$ cat config.mk
export PLATFORM = sky130hd
export DESIGN_NAME = windowed_watchdog_downcounter
export DESIGN_NICKNAME = d
export VERILOG_FILES = /design/src/design/wdg_pkg.sv /design/src/design/wdg_prescaler.sv /design/src/design/windowed_watchdog_downcounter.sv
export VERILOG_INCLUDE_DIRS = /design/src /design/src/design
export SDC_FILE = /design/constraint.sdc
export NUM_CORES = 1
export LEC_CHECK = 0
export BUFFER_PORTS_ARGS = -buffer_cell sky130_fd_sc_hd__buf_2
export CORE_MARGIN = 4
export CORE_UTILIZATION = 49
export DETAILED_ROUTE_END_ITERATION = 8
export MAX_ROUTING_LAYER = met4
export PLACE_DENSITY = 0.85
export SYNTH_ARGS = -nofsm -noshare
export SYNTH_HDL_FRONTEND = slang
export SYNTH_HIERARCHICAL = 1
export SYNTH_SLANG_ARGS = --single-unit
$ cat constraint.sdc
create_clock -name clk -period 2.05 [get_ports clk]
set_input_delay 0.3075 -clock clk [delete_from_list [all_inputs] [get_ports clk]]
set_output_delay 0.3075 -clock clk [all_outputs]
set_load 0.005 [all_outputs]
$ cat src/design/wdg_params.svh
`ifndef WDG_PARAMS_SVH
`define WDG_PARAMS_SVH

// register indexes; byte address is four times the index
`define WDG_CTRL_INDEX     6'h2a
`define WDG_STATUS_INDEX   6'h2b
`define WDG_MASK_INDEX     6'h2c
`define WDG_ADDR_W         8

// control register layout and reset value
`define WDG_CTRL_RESET     8'h7f
`define WDG_COUNT_RESET    7'h7f
`define WDG_ACTIVE_BIT     7
`define WDG_TOP_BIT        6
`define WDG_ROLL_FROM      7'h40

// sticky event bits
`define WDG_EV_TIMEOUT     0
`define WDG_EV_SOFT        1
`define WDG_EV_HALT        2
`define WDG_EV_ROLL        3
`define WDG_EV_W           4

// timing
`define WDG_CLK_MHZ        200
`define WDG_PRESCALE       16384
`define WDG_RESET_PULSE_NS 30000
`define WDG_RESET_PULSE_CYCLES (`WDG_RESET_PULSE_NS * `WDG_CLK_MHZ / 1000)
`define WDG_WAKE_SHORT     13'h0100
`define WDG_WAKE_LONG      13'h1000

// axi responses
`define WDG_RESP_OKAY      2'h0
`define WDG_RESP_SLVERR    2'h2

`endif

$ cat src/design/wdg_pkg.sv
package wdg_pkg;

    typedef enum logic [2:0] {
        run_st,
        halt_once_st,
        halted_st,
        active_halt_st,
        wake_wait_st
    } halt_state_e;

    typedef logic [6:0] count_t;

endpackage

$ cat src/design/wdg_prescaler.sv
`timescale 1ns/10ps
`include "wdg_params.svh"

module wdg_prescaler #(
    parameter int DIV = `WDG_PRESCALE
) (
    input  wire logic clk,
    input  wire logic sys_rst,
    output logic      tick
);

    localparam int W = $clog2(DIV);

    logic [W-1:0] div_cnt;
    wire          wrap = (div_cnt == W'(DIV - 1));

    // free running: no control write ever restarts it
    always_ff @(posedge clk) begin
        if (sys_rst) begin
            div_cnt <= '0;
            tick    <= 1'b0;
        end else begin
            div_cnt <= wrap ? '0 : div_cnt + W'(1);
            tick    <= wrap;
        end
    end

endmodule

$ cat src/design/windowed_watchdog_downcounter.sv
// Summary of operation
// - count decrements once per 16384 clocks from a free-running prescaler
// - active watchdog rolling from 40h to 3Fh starts a reset pulse
// - counter keeps decrementing when inactive; rollover then gives no reset
// - active bit clears only on reset; software can set, never clear it
// - write setting active with top bit zero forces a software reset
// - low six count bits give 64 timeout steps before reset
// - control writes never restart the prescaler
// - halt while active, timer irq off, halt option set gives reset
// - plain halt: one more decrement, stop, resume after delay on irq
// - active halt: counter stops, resumes on irq or delayed after reset
// - hardware option makes the watchdog permanently active
// - slow and wait modes do not affect counting or reset
// - control reads active at bit 7, count at 6:0, resets to 7Fh
//
// Our own choice: register access over AXI4-Lite.
`timescale 1ns/10ps
`include "wdg_params.svh"

module windowed_watchdog_downcounter
    import wdg_pkg::*;
#(
    parameter int PRESCALE_CYCLES    = `WDG_PRESCALE,
    parameter int RESET_PULSE_CYCLES = `WDG_RESET_PULSE_CYCLES
) (
    input  wire logic                   clk,
    input  wire logic                   sys_rst,
    // axi4-lite slave
    input  wire logic [`WDG_ADDR_W-1:0] s_axi_awaddr,
    input  wire logic                   s_axi_awvalid,
    output logic                        s_axi_awready,
    input  wire logic [31:0]            s_axi_wdata,
    input  wire logic [3:0]             s_axi_wstrb,
    input  wire logic                   s_axi_wvalid,
    output logic                        s_axi_wready,
    output logic [1:0]                  s_axi_bresp,
    output logic                        s_axi_bvalid,
    input  wire logic                   s_axi_bready,
    input  wire logic [`WDG_ADDR_W-1:0] s_axi_araddr,
    input  wire logic                   s_axi_arvalid,
    output logic                        s_axi_arready,
    output logic [31:0]                 s_axi_rdata,
    output logic [1:0]                  s_axi_rresp,
    output logic                        s_axi_rvalid,
    input  wire logic                   s_axi_rready,
    // cpu side, same clock
    input  wire logic                   halt_exec,
    input  wire logic                   ext_irq,
    input  wire logic                   osc_irq,
    input  wire logic                   clock_timer_irq_enable,
    // option byte straps, asynchronous
    input  wire logic                   halt_reset_option,
    input  wire logic                   hw_watchdog_option,
    input  wire logic                   wake_delay_long,
    // outputs
    output logic                        mcu_reset_n,
    output logic                        irq
);

    function automatic logic reg_hit(input logic [`WDG_ADDR_W-1:0] addr,
                                     input logic [5:0] index);
        reg_hit = (addr == {index, 2'h0});
    endfunction

    // option strap synchronisers
    // straps reset low; the hardware option lands two cycles after release
    logic [2:0] opt_meta;
    logic [2:0] opt_sync;

    always_ff @(posedge clk) begin
        if (sys_rst) begin
            opt_meta <= 3'h0;
            opt_sync <= 3'h0;
        end else begin
            opt_meta <= {wake_delay_long, hw_watchdog_option,
                         halt_reset_option};
            opt_sync <= opt_meta;
        end
    end

    wire halt_opt = opt_sync[0];
    wire hw_opt   = opt_sync[1];
    wire long_opt = opt_sync[2];

    // prescaler
    logic tick;

    wdg_prescaler #(
        .DIV     (PRESCALE_CYCLES)
    ) u_prescaler (
        .clk     (clk),
        .sys_rst (sys_rst),
        .tick    (tick)
    );

    // write channel holding
    logic                   aw_held;
    logic                   w_held;
    logic [`WDG_ADDR_W-1:0] waddr;
    logic [31:0]            wdata;
    logic [3:0]             wstrb;

    wire aw_take     = s_axi_awvalid && s_axi_awready;
    wire w_take      = s_axi_wvalid && s_axi_wready;
    wire wr_fire     = aw_held && w_held && !s_axi_bvalid;
    wire next_aw_held = aw_take | (aw_held & ~wr_fire);
    wire next_w_held  = w_take | (w_held & ~wr_fire);

    wire hit_ctrl_w = reg_hit(waddr, `WDG_CTRL_INDEX);
    wire hit_stat_w = reg_hit(waddr, `WDG_STATUS_INDEX);
    wire hit_mask_w = reg_hit(waddr, `WDG_MASK_INDEX);
    wire wr_mapped  = hit_ctrl_w | hit_stat_w | hit_mask_w;
    wire lane0      = wstrb[0];

    wire ctrl_wr = wr_fire && hit_ctrl_w && lane0;
    wire stat_wr = wr_fire && hit_stat_w && lane0;
    wire mask_wr = wr_fire && hit_mask_w && lane0;

    // watchdog core state
    count_t                 count;
    logic                   active;
    halt_state_e            state;
    halt_state_e            next_state;
    logic [12:0]            wake_cnt;
    logic [12:0]            next_wake;
    logic [15:0]            pulse_cnt;
    logic [`WDG_EV_W-1:0]   status;
    logic [`WDG_EV_W-1:0]   mask;

    wire eff_active = active | hw_opt;
    // short wake delay unless the long strap is set
    wire [12:0] wake_lim = long_opt ? `WDG_WAKE_LONG : `WDG_WAKE_SHORT;

    // slow and wait modes have no path into this enable
    wire count_en = tick && (state == run_st || state == halt_once_st);
    wire at_roll  = count_en && (count == `WDG_ROLL_FROM);

    wire timeout_ev = at_roll && eff_active;
    wire roll_ev    = at_roll && !eff_active;
    wire soft_ev    = ctrl_wr && !wdata[`WDG_TOP_BIT]
                      && (eff_active || wdata[`WDG_ACTIVE_BIT]);
    wire halt_ev    = halt_exec && state == run_st && eff_active
                      && !clock_timer_irq_enable && halt_opt;
    wire trig       = timeout_ev | soft_ev | halt_ev;

    wire [`WDG_EV_W-1:0] events = {roll_ev, halt_ev, soft_ev, timeout_ev};
    // set wins over a clear in the same cycle
    wire [`WDG_EV_W-1:0] clr_bits    = stat_wr ? wdata[`WDG_EV_W-1:0] : '0;
    wire [`WDG_EV_W-1:0] next_status = (status & ~clr_bits) | events;
    wire [`WDG_EV_W-1:0] next_mask   = mask_wr ? wdata[`WDG_EV_W-1:0] : mask;
    wire                 next_irq    = |(next_status & next_mask);

    // a trigger during a running pulse does not stretch it
    wire [15:0] pulse_len  = 16'(RESET_PULSE_CYCLES);
    wire [15:0] next_pulse = (trig && pulse_cnt == 16'h0) ? pulse_len :
                             (pulse_cnt != 16'h0) ? pulse_cnt - 16'h1 :
                             16'h0;

    // halt sequencing
    always_comb begin
        next_state = state;
        next_wake  = wake_cnt;
        unique case (state)
            run_st: begin
                if (halt_exec && !halt_ev) begin
                    if (clock_timer_irq_enable)
                        next_state = active_halt_st;
                    else
                        next_state = halt_once_st;
                end
            end
            halt_once_st: begin
                if (tick)
                    next_state = halted_st;
            end
            halted_st: begin
                if (ext_irq) begin
                    next_state = wake_wait_st;
                    next_wake  = wake_lim;
                end
            end
            active_halt_st: begin
                if (osc_irq || ext_irq)
                    next_state = run_st;
            end
            wake_wait_st: begin
                if (wake_cnt > wake_lim)
                    next_wake = wake_lim;
                else if (wake_cnt <= 13'h1) begin
                    next_wake  = 13'h0;
                    next_state = run_st;
                end else
                    next_wake = wake_cnt - 13'h1;
            end
        endcase
    end

    // after reset, counting waits out the oscillator start delay
    always_ff @(posedge clk) begin
        if (sys_rst) begin
            state    <= wake_wait_st;
            wake_cnt <= `WDG_WAKE_LONG;
        end else begin
            state    <= next_state;
            wake_cnt <= next_wake;
        end
    end

    // a write in the tick cycle wins; that decrement is lost
    always_ff @(posedge clk) begin
        if (sys_rst) begin
            count  <= `WDG_COUNT_RESET;
            active <= 1'b0;
        end else begin
            if (ctrl_wr)
                count <= wdata[6:0];
            else if (count_en)
                count <= count - 7'h1;
            if (ctrl_wr)
                active <= active | wdata[`WDG_ACTIVE_BIT];
        end
    end

    // reset pulse, status and interrupt
    always_ff @(posedge clk) begin
        if (sys_rst) begin
            pulse_cnt   <= 16'h0;
            mcu_reset_n <= 1'b1;
            status      <= '0;
            mask        <= '0;
            irq         <= 1'b0;
        end else begin
            pulse_cnt   <= next_pulse;
            mcu_reset_n <= (next_pulse == 16'h0);
            status      <= next_status;
            if (mask_wr)
                mask <= wdata[`WDG_EV_W-1:0];
            irq <= next_irq;
        end
    end

    // write channels; the two halves are taken in either order
    // a second write waits in the held halves until bready frees them
    always_ff @(posedge clk) begin
        if (sys_rst) begin
            aw_held       <= 1'b0;
            w_held        <= 1'b0;
            waddr         <= '0;
            wdata         <= 32'h0;
            wstrb         <= 4'h0;
            s_axi_awready <= 1'b1;
            s_axi_wready  <= 1'b1;
            s_axi_bvalid  <= 1'b0;
            s_axi_bresp   <= `WDG_RESP_OKAY;
        end else begin
            aw_held       <= next_aw_held;
            w_held        <= next_w_held;
            s_axi_awready <= !next_aw_held;
            s_axi_wready  <= !next_w_held;
            if (aw_take)
                waddr <= s_axi_awaddr;
            if (w_take) begin
                wdata <= s_axi_wdata;
                wstrb <= s_axi_wstrb;
            end
            if (wr_fire) begin
                s_axi_bvalid <= 1'b1;
                s_axi_bresp  <= wr_mapped ? `WDG_RESP_OKAY : `WDG_RESP_SLVERR;
            end else if (s_axi_bready)
                s_axi_bvalid <= 1'b0;
        end
    end

    // read path: live count is visible, not a snapshot
    // unmapped reads return zero with an error response
    wire hit_ctrl_r = reg_hit(s_axi_araddr, `WDG_CTRL_INDEX);
    wire hit_stat_r = reg_hit(s_axi_araddr, `WDG_STATUS_INDEX);
    wire hit_mask_r = reg_hit(s_axi_araddr, `WDG_MASK_INDEX);
    wire rd_mapped  = hit_ctrl_r | hit_stat_r | hit_mask_r;
    wire [31:0] rd_word =
        hit_ctrl_r ? {24'h0, active, count} :
        hit_stat_r ? {28'h0, status} :
        hit_mask_r ? {28'h0, mask} : 32'h0;

    always_ff @(posedge clk) begin
        if (sys_rst) begin
            s_axi_arready <= 1'b1;
            s_axi_rvalid  <= 1'b0;
            s_axi_rdata   <= 32'h0;
            s_axi_rresp   <= `WDG_RESP_OKAY;
        end else if (s_axi_arvalid && s_axi_arready) begin
            s_axi_arready <= 1'b0;
            s_axi_rvalid  <= 1'b1;
            s_axi_rdata   <= rd_word;
            s_axi_rresp   <= rd_mapped ? `WDG_RESP_OKAY : `WDG_RESP_SLVERR;
        end else if (s_axi_rvalid && s_axi_rready) begin
            s_axi_rvalid  <= 1'b0;
            s_axi_arready <= 1'b1;
        end
    end

endmodule

# Yosys cells after proc, flatten, opt, wreduce, memory -nomap -nowiden
# Index checks and enable logic that the tools add are counted.
dict set report op_classes {
  eq_ne 18
  n_reduce_logical 46
  addsub 4
  muxes 30
  magnitude_cmp 2
  bitwise_logic 17
}
# operator count
set ops {}
lappend ops {{$mux 13} 4}
lappend ops {{$eq 8x8->1 const B} 6}
lappend ops {{$logic_not 16->1} 2}
lappend ops {{$mux 16} 2}
lappend ops {{$pmux 13 s2} 1}
lappend ops {{$logic_and 1x1->1} 24}
lappend ops {{$mux 3} 6}
lappend ops {{$mux 4} 4}
lappend ops {{$reduce_bool 16->1} 1}
lappend ops {{$sub 16x1->16 const B} 1}
lappend ops {{$pmux 3 s5} 1}
lappend ops {{$add 14x1->14 const B} 1}
lappend ops {{$eq 14x14->1 const B} 1}
lappend ops {{$mux 7} 2}
lappend ops {{$gt 13x13->1} 1}
lappend ops {{$le 13x1->1 const B} 1}
lappend ops {{$sub 13x1->13 const B} 1}
lappend ops {{$or 1x1->1} 10}
lappend ops {{$and 4x4->4} 2}
lappend ops {{$mux 8} 1}
lappend ops {{$ne 2x2->1 const B} 4}
lappend ops {{$reduce_bool 2->1} 4}
lappend ops {{$eq 7x7->1 const B} 1}
lappend ops {{$logic_not 1->1} 7}
lappend ops {{other kinds (17)} 29}
dict set report totals {
  out_inout_bits 43
  regBits 131
  in_bits 66
}

# Depth between registers and ports, before layout
# Gate-level depths: netlist (run 1).
dict set report depth {
  ltp_word 11
  mapped_depth 8
}

# Cells and area by module
# Netlist (run 1), hierarchy kept.
# module cells_per_inst instances area_each_um2
set modules_own_cells {}
lappend modules_own_cells {windowed_watchdog_downcounter 531 1 4453.0}
lappend modules_own_cells {wdg_prescaler 66 1 663.1}

# Least setup slack after synthesis (run 1)
# Ideal clock, no wire load.
dict set report synth_timing {
  kind {register to register}
  startpoint {reg pulse_cnt[0]}
  endpoint {reg mcu_reset_n}
  setup_time_ps 58
  path_slack_ps -237
  required_ps 1992
  t_arrival_ps 2229
  path_buffers 1
  stages_incl_launch_ff 9
  period_less_slack_ps 2287
  cell_sequence {dfxtp_1 > inv_1 > ha_1 > or4b_2 > clkbuf_1 > o41ai_1 > o21ai_0 > a2111oi_0 > o22a_1}
}
dict set report synth_via {
  elab_chain_len 4
  elab_cells_between_ends 7
  classes_between {add/sub (1); mux (2); reduce/logical (4)}
}
# item line
set synth_rtl {}
lappend synth_rtl {{start, declared} windowed_watchdog_downcounter.sv:126} ;# logic [15:0] pulse_cnt;
lappend synth_rtl {{start signal, assigned} windowed_watchdog_downcounter.sv:233} ;# pulse_cnt <= next_pulse;
lappend synth_rtl {{$sub 16x1->16 (tied with other cells)} windowed_watchdog_downcounter.sv:156} ;# (pulse_cnt != 16'h0) ? pulse_cnt - 16'h1 :
lappend synth_rtl {{$mux 16 / $logic_and 1x1->1 (equally long branches)} {windowed_watchdog_downcounter.sv:156, windowed_watchdog_downcounter.sv:155}}
lappend synth_rtl {{$mux 16 (*)} windowed_watchdog_downcounter.sv:155} ;# wire [15:0] next_pulse = (trig && pulse_cnt == 16'h0) ? pulse_len :
lappend synth_rtl {{$logic_not 16->1 (*)} windowed_watchdog_downcounter.sv:234} ;# mcu_reset_n <= (next_pulse == 16'h0);
lappend synth_rtl {{end signal, assigned} windowed_watchdog_downcounter.sv:234}
lappend synth_rtl {{end, declared} windowed_watchdog_downcounter.sv:56} ;# output logic mcu_reset_n,
# Every way passes the cells marked *; elsewhere a longest branch is shown, timed or not.
# A chain may end at the register's enable or synchronous reset.

# Worst setup path in the final report (run 1)
dict set report layout_timing {
  startpoint {reg pulse_cnt[8]}
  endpoint {reg mcu_reset_n}
}
# Same word-level chain as after synthesis.

==> results of run 1 <==
-- flip-flops by register name, indices dropped and copies added, names as in the netlist, 4 cells and up --
name / flops
mask: 4
s_axi_rdata: 8
waddr: 8
u_prescaler/div_cnt: 14
count: 7
wdata: 8
wake_cnt: 13
pulse_cnt: 16
status: 4
-- cells in the mapped netlist (5+ instances only) --
cell type / count / area share (%)
nor2_1: 64 / 4.7
xnor2_1: 18 / 3.1
and2_1: 8 / 0.98
nand2_1: 57 / 4.2
nand3_1: 26 / 2.5
nor3b_1: 6 / 0.88
o21ai_0: 15 / 1.5
nor2b_1: 9 / 1.1
or3_1: 5 / 0.61
buf_4: 26 / 3.8
inv_1: 19 / 1.4
clkbuf_1: 17 / 1.2
ha_1: 9 / 2.2
nor3_1: 15 / 1.5
o211ai_1: 6 / 0.88
mux2i_1: 9 / 1.8
dfxtp_1: 105 / 41
nand4_1: 11 / 1.3
nor4_1: 7 / 0.86
nand2b_1: 7 / 0.86
a21oi_1: 40 / 3.9
nor2_2: 10 / 1.2
xor2_1: 22 / 3.8
-- power by group through the flow --
stage,Clock [W],Combinational (W),Sequential (W)
2_1_floorplan,0,0.00211,0.00263
3_3_place_gp,0,0.00300,0.00265
3_5_place_dp,0,0.00310,0.00267
4_1_cts,0.00121,0.00322,0.00263
5_1_grt,0.00132,0.00376,0.00269
6_report,0.00119,0.00339,0.00265
-- logic make-up after synthesis --
group | after synthesis
AO/OA/AOI/OAI | 100
XOR/XNOR | 40
adder cells (fa/ha/maj) | 9
buffers and inverters | 71
flip-flops | 105
multiplexers | 9
other | 1
AND/OR/NAND/NOR | 262
-- metal layers --
metal | vias up | share of wire, % | global-route usage, %
li1 | 2223 | - | -
met1 | 2148 | 40 | 23.1
met2 | 107 | 53 | 35.5
met3 | 28 | 4.5 | 4.08
met4 | 0 | 2.0 | 8.00
met5 | - | 0 | -
-- area by class of cell --
class	count	area (µm²)	share of cell area (%)
multi-input cells	446	2790	46.0
flip-flops and latches	105	2120	34.9
repair buffers	112	741	12.2
well taps	136	170	2.80
clock buffers	10	128	2.10
inverters	19	71.3	1.17
clock inverters	6	50.0	0.824
-- repair_timing --
| action | CTS | global route |
|---|---|---|
| pin swaps | 6 | 9 |
| gates resized for setup | 11 | 19 |
| setup buffers | 1 | 7 |
| endpoints found under the hold margin | 0 | 0 |
| gates cloned | 0 | 0 |
| endpoints found under the setup margin | 23 | 20 |
-- worst paths after layout --
kind	start	to	slack (ps)	cells past startpoint
min	wake_delay_long	opt_meta[2]$_SDFF_PP0_	140	2
max	pulse_cnt[8]$_SDFF_PP0_	mcu_reset_n$_SDFF_PP1_	-60	5
min reg2reg	opt_meta[1]$_SDFF_PP0_	opt_sync[1]$_SDFF_PP0_	440	1
max reg2reg	pulse_cnt[8]$_SDFF_PP0_	mcu_reset_n$_SDFF_PP1_	-60	5
-- through the flow --
stage | cells | setup slack (ps)
after CTS | 827 | -61.9
after global placement | 810 | -163
after floorplan | 622 | -121
after global routing | 834 | -99.1
after detailed placement | 810 | -278
final | 834 | -61.2
==> flow_summary_export.csv, run 1 <==
group,metric,value,unit
floorplan,core,0.0102,mm²
sta,setup_viol,2,
critical_path,worstPathRequired,2320,ps
placement,routabilityCongestion,0.850,
synthesis,synth_flop_cell,"dfxtp_1",
finish,nFillCells,848,
floorplan,dieWidth,110,µm
pwr,p_per_area,1190,mW/mm²
sta,final.setup.worst_slack,-61.2,ps
clock_tree,cts_tree,"built",
placement,dpl.hpwl,8.63,mm
pwr,comb_power_share,46.9,%
critical_path,crit_fanout,7,
detailed_routing,dr.pass1.iters,5,
critical_path,slowest_stage,"or4_4",
global_routing,track_usage,20.4,%
clock_tree,cts_buffer_depth,2,
sta,maxSlewViolCount,0,
synthesis,netlist-cell-type-count,68,
finish,antenna_cells,0,
synthesis,synth_xor_area_share,6.85,%
finish,fin_util,59.3,%
pwr,internal_power,0.00453,W
finish,fin_nets,768,
synthesis,synth-simple-area-share,27.6,%
clock_tree,insertion_delay,380,ps
synthesis,synthAdderAreaFrac,2.20,%
synthesis,muxShareOfSynthArea,1.76,%
synthesis,synth.avg_cell_area,8.57,µm²
clock_tree,cts_max_level,3,
pwr,ir_drop,0.000600,V
clock_tree,cts_buffers,9,
finish,area_growth,18.7,%
critical_path,end_kind,"flop",
global_routing,grt_max_degree,47,
floorplan,dieArea,0.0121,mm²
floorplan,start_util,50.0,%
global_routing,grt_overflow,0,
finish,final_cell_mix,"dfxtp_1 (96), nor2_1 (64), nand2_1 (57), buf_2 (55), buf_4 (54)",
synthesis,synth-seq-cells,105,
pwr,p_sw_share,37.4,%
sta,clock.fmax,474,MHz
job,drv_cap,0,
synthesis,async_flop_share,0,%
sta,rsz0062_at_grt,"true",
synthesis,synth_compound_area_share,12.7,%
clock_tree,cts_root_buf,"clkbuf_8",
pwr,p_total,0.00723,W
pwr,netSwitchingPower,0.00270,W
detailed_routing,vias_per_cell,5.40,
critical_path,cp.arrival,2390,ps
clock_tree,clock-sinks,105,
sta,period_minus_slack,2110,ps
detailed_routing,vias,4506,
run_status,outcome,"finished, violations left",
placement,io_buffers,55,
finish,layout-drive-gt1-share,26.2,%
clock_tree,hold_buffers,0,
critical_path,cp_common_cell,"or4_4",
worst_hold_path,hold_class,"in2reg",
synthesis,ys_warn_count,6,
detailed_routing,drt.antenna.violating_nets,0,
critical_path,crit_chain,"or4_4 -> or4_4 -> o311a_1 -> and3_1 -> o22a_1",
detailed_routing,wl_per_cell,14.4,µm
detailed_routing,wl,12.0,mm
critical_path,crit_buf_inv,0,
critical_path,criticalPathCategory,"reg2reg",
synthesis,synth_top_family_by_area,"simple AND/OR/NAND/NOR gates",
finish,design_area,0.00607,mm²
global_routing,grt_pass1_vias,4317,
finish,final_common_cell,"dfxtp_1",
critical_path,cp_top_family,"simple AND/OR/NAND/NOR gates",
detailed_routing,drt-initial-drc-count,234,
detailed_routing,drc,0,
floorplan,die_y,110,µm
floorplan,row_count,37,
sta,period_share,103,%
critical_path,max_stage_delay,600,ps
critical_path,start_kind,"flop",
floorplan,ioPinCount,109,
sta,finalHoldViolCount,0,
sta,setup-tns-final,-63.9,ps
synthesis,synth-edff-count,0,
synthesis,synth_area,0.00512,mm²
sta,holdWs,142,ps
pwr,p_leak,2.55,nW
synthesis,syn_inst,597,
pwr,p_clk_share,16.5,%
sta,skew,12.4,ps
placement,placed_area,0.00575,mm²
synthesis,ys_seq_area_share,41.1,%
clock_tree,clkTransAtPathRegs,100,ps
run_status,violations,"negative setup slack",
global_routing,antenna_found_initial,0,
global_routing,grt_pass1_wl,19.2,mm
pwr,seq_power_share,36.6,%
Power figures use the tool's default switching activity.
==> run 2: changes to the inputs <==
Settings changed: ABC_AREA set to 1, CORE_UTILIZATION 49 to 50, PLACE_DENSITY 0.85 to 0.86.
==> flow_summary_export.csv, run 2 <==
group,metric,value,unit
sta,finalHoldViolCount,0,
critical_path,worstPathRequired,2360,ps
floorplan,ioPinCount,109,
finish,layout-drive-gt1-share,14.5,%
finish,area_growth,9.67,%
finish,final_cell_mix,"nand2_1 (163), nor2_1 (113), dfxtp_1 (105), inv_1 (89), buf_2 (55)",
detailed_routing,wl,11.1,mm
floorplan,row_count,37,
pwr,p_leak,2.76,nW
global_routing,grt_max_degree,42,
detailed_routing,drt-initial-drc-count,245,
synthesis,synth_top_area_share,39.3,%
sta,holdWs,122,ps
detailed_routing,wl_per_cell,11.6,µm
pwr,comb_power_share,41.5,%
clock_tree,cts_tree,"built",
global_routing,grt_overflow,0,
placement,dpl.hpwl,8.39,mm
pwr,netSwitchingPower,0.00275,W
placement,placed_cells,942,
critical_path,cp.arrival,2160,ps
job,drv_cap,0,
sta,period_share,90.5,%
sta,worst_slew_pin_slew,552,ps
critical_path,end_kind,"flop",
clock_tree,cts_buffers,9,
critical_path,start_kind,"flop",
detailed_routing,dr.pass1.iters,5,
sta,setup_viol,0,
floorplan,dieWidth,111,µm
run_status,outcome,"finished, final reports clean",
floorplan,core,0.0104,mm²
finish,design_area,0.00586,mm²
floorplan,start_util,51.5,%
pwr,ir_drop,0.000599,V
critical_path,criticalPathCategory,"reg2reg",
clock_tree,cts_buffer_depth,2,
clock_tree,clock-sinks,105,
finish,largest_register_ffs,16,
pwr,seq_power_share,39.6,%
sta,setup-tns-final,0,ps
placement,io_buffers,55,
synthesis,yosysTopAreaCell,"dfxtp_1",
finish,fin_nets,892,
pwr,p_sw_share,42.0,%
global_routing,antenna_found_initial,1,
synthesis,synthTopCellsByArea,"dfxtp_1 (39%), nand2_1 (11%), nor2_1 (7.9%)",
synthesis,netlist-cell-type-count,46,
sta,slew_headroom,63.1,%
synthesis,synth-edff-count,0,
global_routing,grt_pass1_wl,19.0,mm
pwr,internal_power,0.00380,W
placement,routabilityCongestion,0.904,
critical_path,crit_fanout,8,
placement,placed_area,0.00567,mm²
floorplan,die_y,111,µm
worst_hold_path,hold_class,"in2reg",
detailed_routing,drt.antenna.violating_nets,0,
sta,clock.fmax,539,MHz
sta,skew,13.4,ps
finish,regMostFlops,"pulse_cnt",
sta,period_minus_slack,1860,ps
pwr,p_clk_share,19.0,%
synthesis,ys_warn_count,6,
synthesis,async_flop_share,0,%
synthesis,synth.avg_cell_area,7.02,µm²
global_routing,grt_pass1_vias,4469,
detailed_routing,vias,4742,
synthesis,yosysMostFrequentCell,"nand2_1",
clock_tree,clkTransAtPathRegs,110,ps
synthesis,ys_seq_area_share,39.3,%
finish,stdcell_count,959,
pwr,p_per_area,1120,mW/mm²
synthesis,synth_flop_cell,"dfxtp_1",
clock_tree,insertion_delay,380,ps
synthesis,syn_inst,761,
synthesis,synth_area,0.00535,mm²
finish,fin_util,56.5,%
clock_tree,cts_root_buf,"clkbuf_8",
clock_tree,cts_max_level,3,
synthesis,synthTopCellsByCount,"nand2_1 (163), nor2_1 (113), dfxtp_1 (105)",
sta,rsz0062_at_grt,"false",
floorplan,dieArea,0.0124,mm²
finish,final_common_cell,"nand2_1",
sta,maxSlewViolCount,0,
finish,top_regs,"pulse_cnt (16), u_prescaler/div_cnt (14), wake_cnt (13)",
synthesis,synth-seq-cells,105,
detailed_routing,drc,0,
global_routing,track_usage,18.5,%
clock_tree,post_cts_buffers,0,
detailed_routing,vias_per_cell,4.94,
==> run 2: cell types whose count changed after synthesis, moves of 7 or more <==
| cell | change |
|---|---|
| nor2b_1 | -9 |
| xnor2_1 | -9 |
| o21ai_0 | +26 |
| xor2_1 | -12 |
| inv_1 | +70 |
| nand3_1 | +15 |
| nor2_1 | +49 |
| nand2b_1 | -7 |
| inv_2 | +9 |
| and2_1 | -7 |
| nor3_1 | -7 |
| mux2i_1 | -9 |
| nand2_1 | +106 |
==> run 2: logic make-up (layout without fill, tap and decap cells) <==
logic type	count (synthesis)	in the layout	synth area share, %
AND/OR/NAND/NOR	384	384	32.4
buffers and inverters	138	174	11.8
AO/OA/AOI/OAI	105	105	11.1
flip-flops	105	105	39.3
XOR/XNOR	19	19	3.11
adder cells (fa/ha/maj)	9	9	2.11
other	1	27	0.0702
==> run 2: path summary, 6_finish.rpt <==
| check | start | end | slack [ps] | cells past startpoint |
|---|---|---|---|---|
| min | halt_reset_option | opt_meta[0]$_SDFF_PP0_ | 120 | 3 |
| max reg2reg | wake_cnt[0]$_SDFFE_PP0P_ | wake_cnt[6]$_SDFFE_PP0P_ | 190 | 11 |
| max | wake_cnt[0]$_SDFFE_PP0P_ | wake_cnt[6]$_SDFFE_PP0P_ | 190 | 11 |
| min reg2reg | opt_meta[0]$_SDFF_PP0_ | opt_sync[0]$_SDFF_PP0_ | 410 | 2 |
==> run 2: metal layers <==
layer	global-route usage (%)	vias to the layer above	routed length (µm)
met1	22.5	2103	5190
met5	-	-	0
met4	5.92	0	209
li1	-	2502	-
met3	4.24	23	553
met2	30.6	114	5160
==> run 2: worst max-delay path, stage by stage, from the launching register on <==
cell and delay [ps]:
dfxtp_1 370, inv_1 160, ha_2 240, nand2_2 70, nor2_4 130, nand4_1 80
nand2_1 130, nand3_2 90, nand2_1 60, nand2_1 120, buf_4 210, nor3_1 120
==> run 2: through the flow <==
stage | power (W) | setup WS, ps
detailed placement | 0.00530 | 202
finish | 0.00655 | 195
global route | 0.00711 | 9.81
global placement | 0.00523 | 273
floorplan | 0.00484 | 531
CTS | 0.00655 | 177
==> run 2: cell type report <==
type	count	area, µm²
clock buffers	9	124
inverters	98	368
clock inverters	7	61.3
multi-input cells	543	2710
repair buffers	60	325
well taps	136	170
fillers	1009	4510
flip-flops and latches	105	2100
diodes	1	2.50
==> run 2: power by group through the flow <==
stage          sequential (W)  combinational, W  clock [W]
2_1_floorplan         0.00258           0.00226          0
3_3_place_gp          0.00262           0.00261          0
3_5_place_dp          0.00262           0.00268          0
4_1_cts               0.00258           0.00270    0.00127
5_1_grt               0.00263           0.00314    0.00133
6_report              0.00259           0.00271    0.00124
==> run 2: what timing repair did <==
action / CTS / global route
setup endpoints to repair: 0 / 1
hold buffers: 0 / 0
resized for setup: 0 / 1
==> run 3: changes to the inputs <==
Settings changed: PLACE_DENSITY 0.86 to 0.76.
==> flow_summary_export.csv, run 3 (synthesis results as in run 2) <==
group,metric,value,unit
run_status,outcome,"finished, final reports clean",
floorplan,dieWidth,111,µm
finish,stdcell_count,958,
clock_tree,insertion_delay,380,ps
placement,io_buffers,55,
critical_path,criticalPathCategory,"reg2reg",
pwr,p_sw_share,41.6,%
detailed_routing,vias_per_cell,4.93,
critical_path,worstPathRequired,2330,ps
finish,final_cell_mix,"nand2_1 (162), nor2_1 (113), dfxtp_1 (105), inv_1 (89), buf_2 (55)",
detailed_routing,dr.pass1.iters,5,
floorplan,ioPinCount,109,
job,drv_cap,0,
critical_path,start_kind,"flop",
clock_tree,cts_root_buf,"clkbuf_8",
clock_tree,clkTransAtPathRegs,110,ps
clock_tree,cts_buffers,9,
detailed_routing,drt-initial-drc-count,225,
sta,skew,14.8,ps
critical_path,reg2reg_slack,260,ps
clock_tree,cts_tree,"built",
critical_path,r2r-end,"mcu_reset_n$_SDFF_PP1_",
finish,nFillCells,1031,
finish,layout-drive-gt1-share,14.5,%
sta,holdWs,119,ps
worst_hold_path,min-delay-start,"halt_reset_option",
critical_path,crit_fanout,10,
detailed_routing,drt.antenna.violating_nets,0,
global_routing,grt_max_degree,41,
pwr,p_per_area,1110,mW/mm²
global_routing,grt_pass1_vias,4271,
finish,multi_input_area,0.00271,mm²
detailed_routing,vias,4725,
finish,top_regs,"pulse_cnt (16), u_prescaler/div_cnt (14), wake_cnt (13)",
finish,regMostFlops,"pulse_cnt",
pwr,p_leak,2.75,nW
sta,slew_headroom,61.2,%
clock_tree,cts_max_level,3,
finish,antenna_cells,0,
global_routing,antenna_found_initial,0,
critical_path,r2r-start,"pulse_cnt[0]$_SDFF_PP0_",
sta,period_share,87.2,%
global_routing,grt_overflow,0,
detailed_routing,wl_per_cell,11.1,µm
critical_path,end_kind,"flop",
finish,fin_nets,892,
placement,pre_cts_ws,142,ps
sta,final.setup.worst_slack,263,ps
finish,final_common_cell,"nand2_1",
floorplan,row_count,37,
pwr,p_clk_share,19.0,%
pwr,p_total,0.00648,W
global_routing,track_usage,17.6,%
finish,seq_area,0.00210,mm²
floorplan,die_y,111,µm
sta,period_minus_slack,1790,ps
pwr,netSwitchingPower,0.00269,W
worst_hold_path,holdPathStages,3,
placement,routabilityCongestion,0.883,
sta,setup-tns-final,0,ps
sta,rsz0062_at_grt,"false",
critical_path,reg2regPathDepth,11,
finish,area_growth,9.41,%
finish,largest_register_ffs,16,
pwr,comb_power_share,41.0,%
placement,placed_cells,942,
sta,maxSlewViolCount,0,
sta,clock.fmax,559,MHz
worst_hold_path,min_to,"opt_meta[0]$_SDFF_PP0_",
critical_path,cp.arrival,2060,ps
global_routing,grt_pass1_wl,18.1,mm
placement,dpl.hpwl,7.95,mm
sta,setup_viol,0,
sta,worst_slew_pin_slew,580,ps
worst_hold_path,hold_class,"in2reg",
floorplan,core,0.0104,mm²
pwr,internal_power,0.00378,W
clock_tree,post_cts_buffers,0,
pwr,seq_power_share,40.0,%
clock_tree,cts_resized,0,
clock_tree,cts_buffer_depth,2,
clock_tree,hold_buffers,0,
clock_tree,clock-sinks,105,
detailed_routing,drc,0,
floorplan,start_util,51.5,%
detailed_routing,wl,10.6,mm
floorplan,dieArea,0.0124,mm²
pwr,ir_drop,0.000588,V
sta,finalHoldViolCount,0,
## run 3: changes by cell type in the layout (fill, tap and decap cells not counted), sizes merged
cell and change:
clkinvlp +2, clkinv -1, diode -1, inv -1
## run 3: cell type report
class                      count  share of cell area [%]
clock inverter                 7                    1.07
tap                          136                    2.91
timing repair buffer          60                    5.35
clock buffer                   9                    2.12
sequential                   105                    35.9
inverter                      98                    6.29
multi-input combinational    543                    46.3
## run 3: worst max-delay path by stage
stage / start / end / slack [ps]
after CTS: wake_cnt[0]$_SDFFE_PP0P_ / wake_cnt[6]$_SDFFE_PP0P_ / 120
after floorplan: wake_cnt[0]$_SDFFE_PP0P_ / wake_cnt[11]$_SDFFE_PP0P_ / 530
after detailed placement: wake_cnt[0]$_SDFFE_PP0P_ / wake_cnt[6]$_SDFFE_PP0P_ / 140
after global placement: wake_cnt[0]$_SDFFE_PP0P_ / wake_cnt[6]$_SDFFE_PP0P_ / 210
final: pulse_cnt[0]$_SDFF_PP0_ / mcu_reset_n$_SDFF_PP1_ / 260
after global routing: pulse_cnt[0]$_SDFF_PP0_ / mcu_reset_n$_SDFF_PP1_ / 60
## run 3: metrics by stage
stage	util, %	cell area (µm²)
3_5_place_dp	54.6	5660
4_1_cts	56.4	5850
5_1_grt	56.4	5850
2_1_floorplan	-	5440
6_report	56.4	5850
3_3_place_gp	54.6	5660
## run 3: power groups by stage
stage	registers, W	logic (W)	clock network, W
after detailed placement	0.00263	0.00264	0
after global routing	0.00263	0.00305	0.00136
final	0.00259	0.00265	0.00123
after CTS	0.00259	0.00266	0.00127
after global placement	0.00263	0.00262	0
after floorplan	0.00258	0.00226	0
## run 3: critical path: stages, from the launching register on
cell	delay [ps]
dfxtp_1	320
inv_1	140
ha_1	190
nand2_1	60
nor3_1	180
nand3_2	210
inv_1	160
nand2_2	150
nand4_1	120
nor2_1	50
nand2_1	50
nand2_1	40
## run 3: per-layer routing
metal,vias up,global-route usage [%],wire [µm]
li1,2497,-,-
met1,2112,21.9,5110
met2,98,28.5,4790
met3,18,4.57,573
met4,0,5.11,180
met5,-,-,0
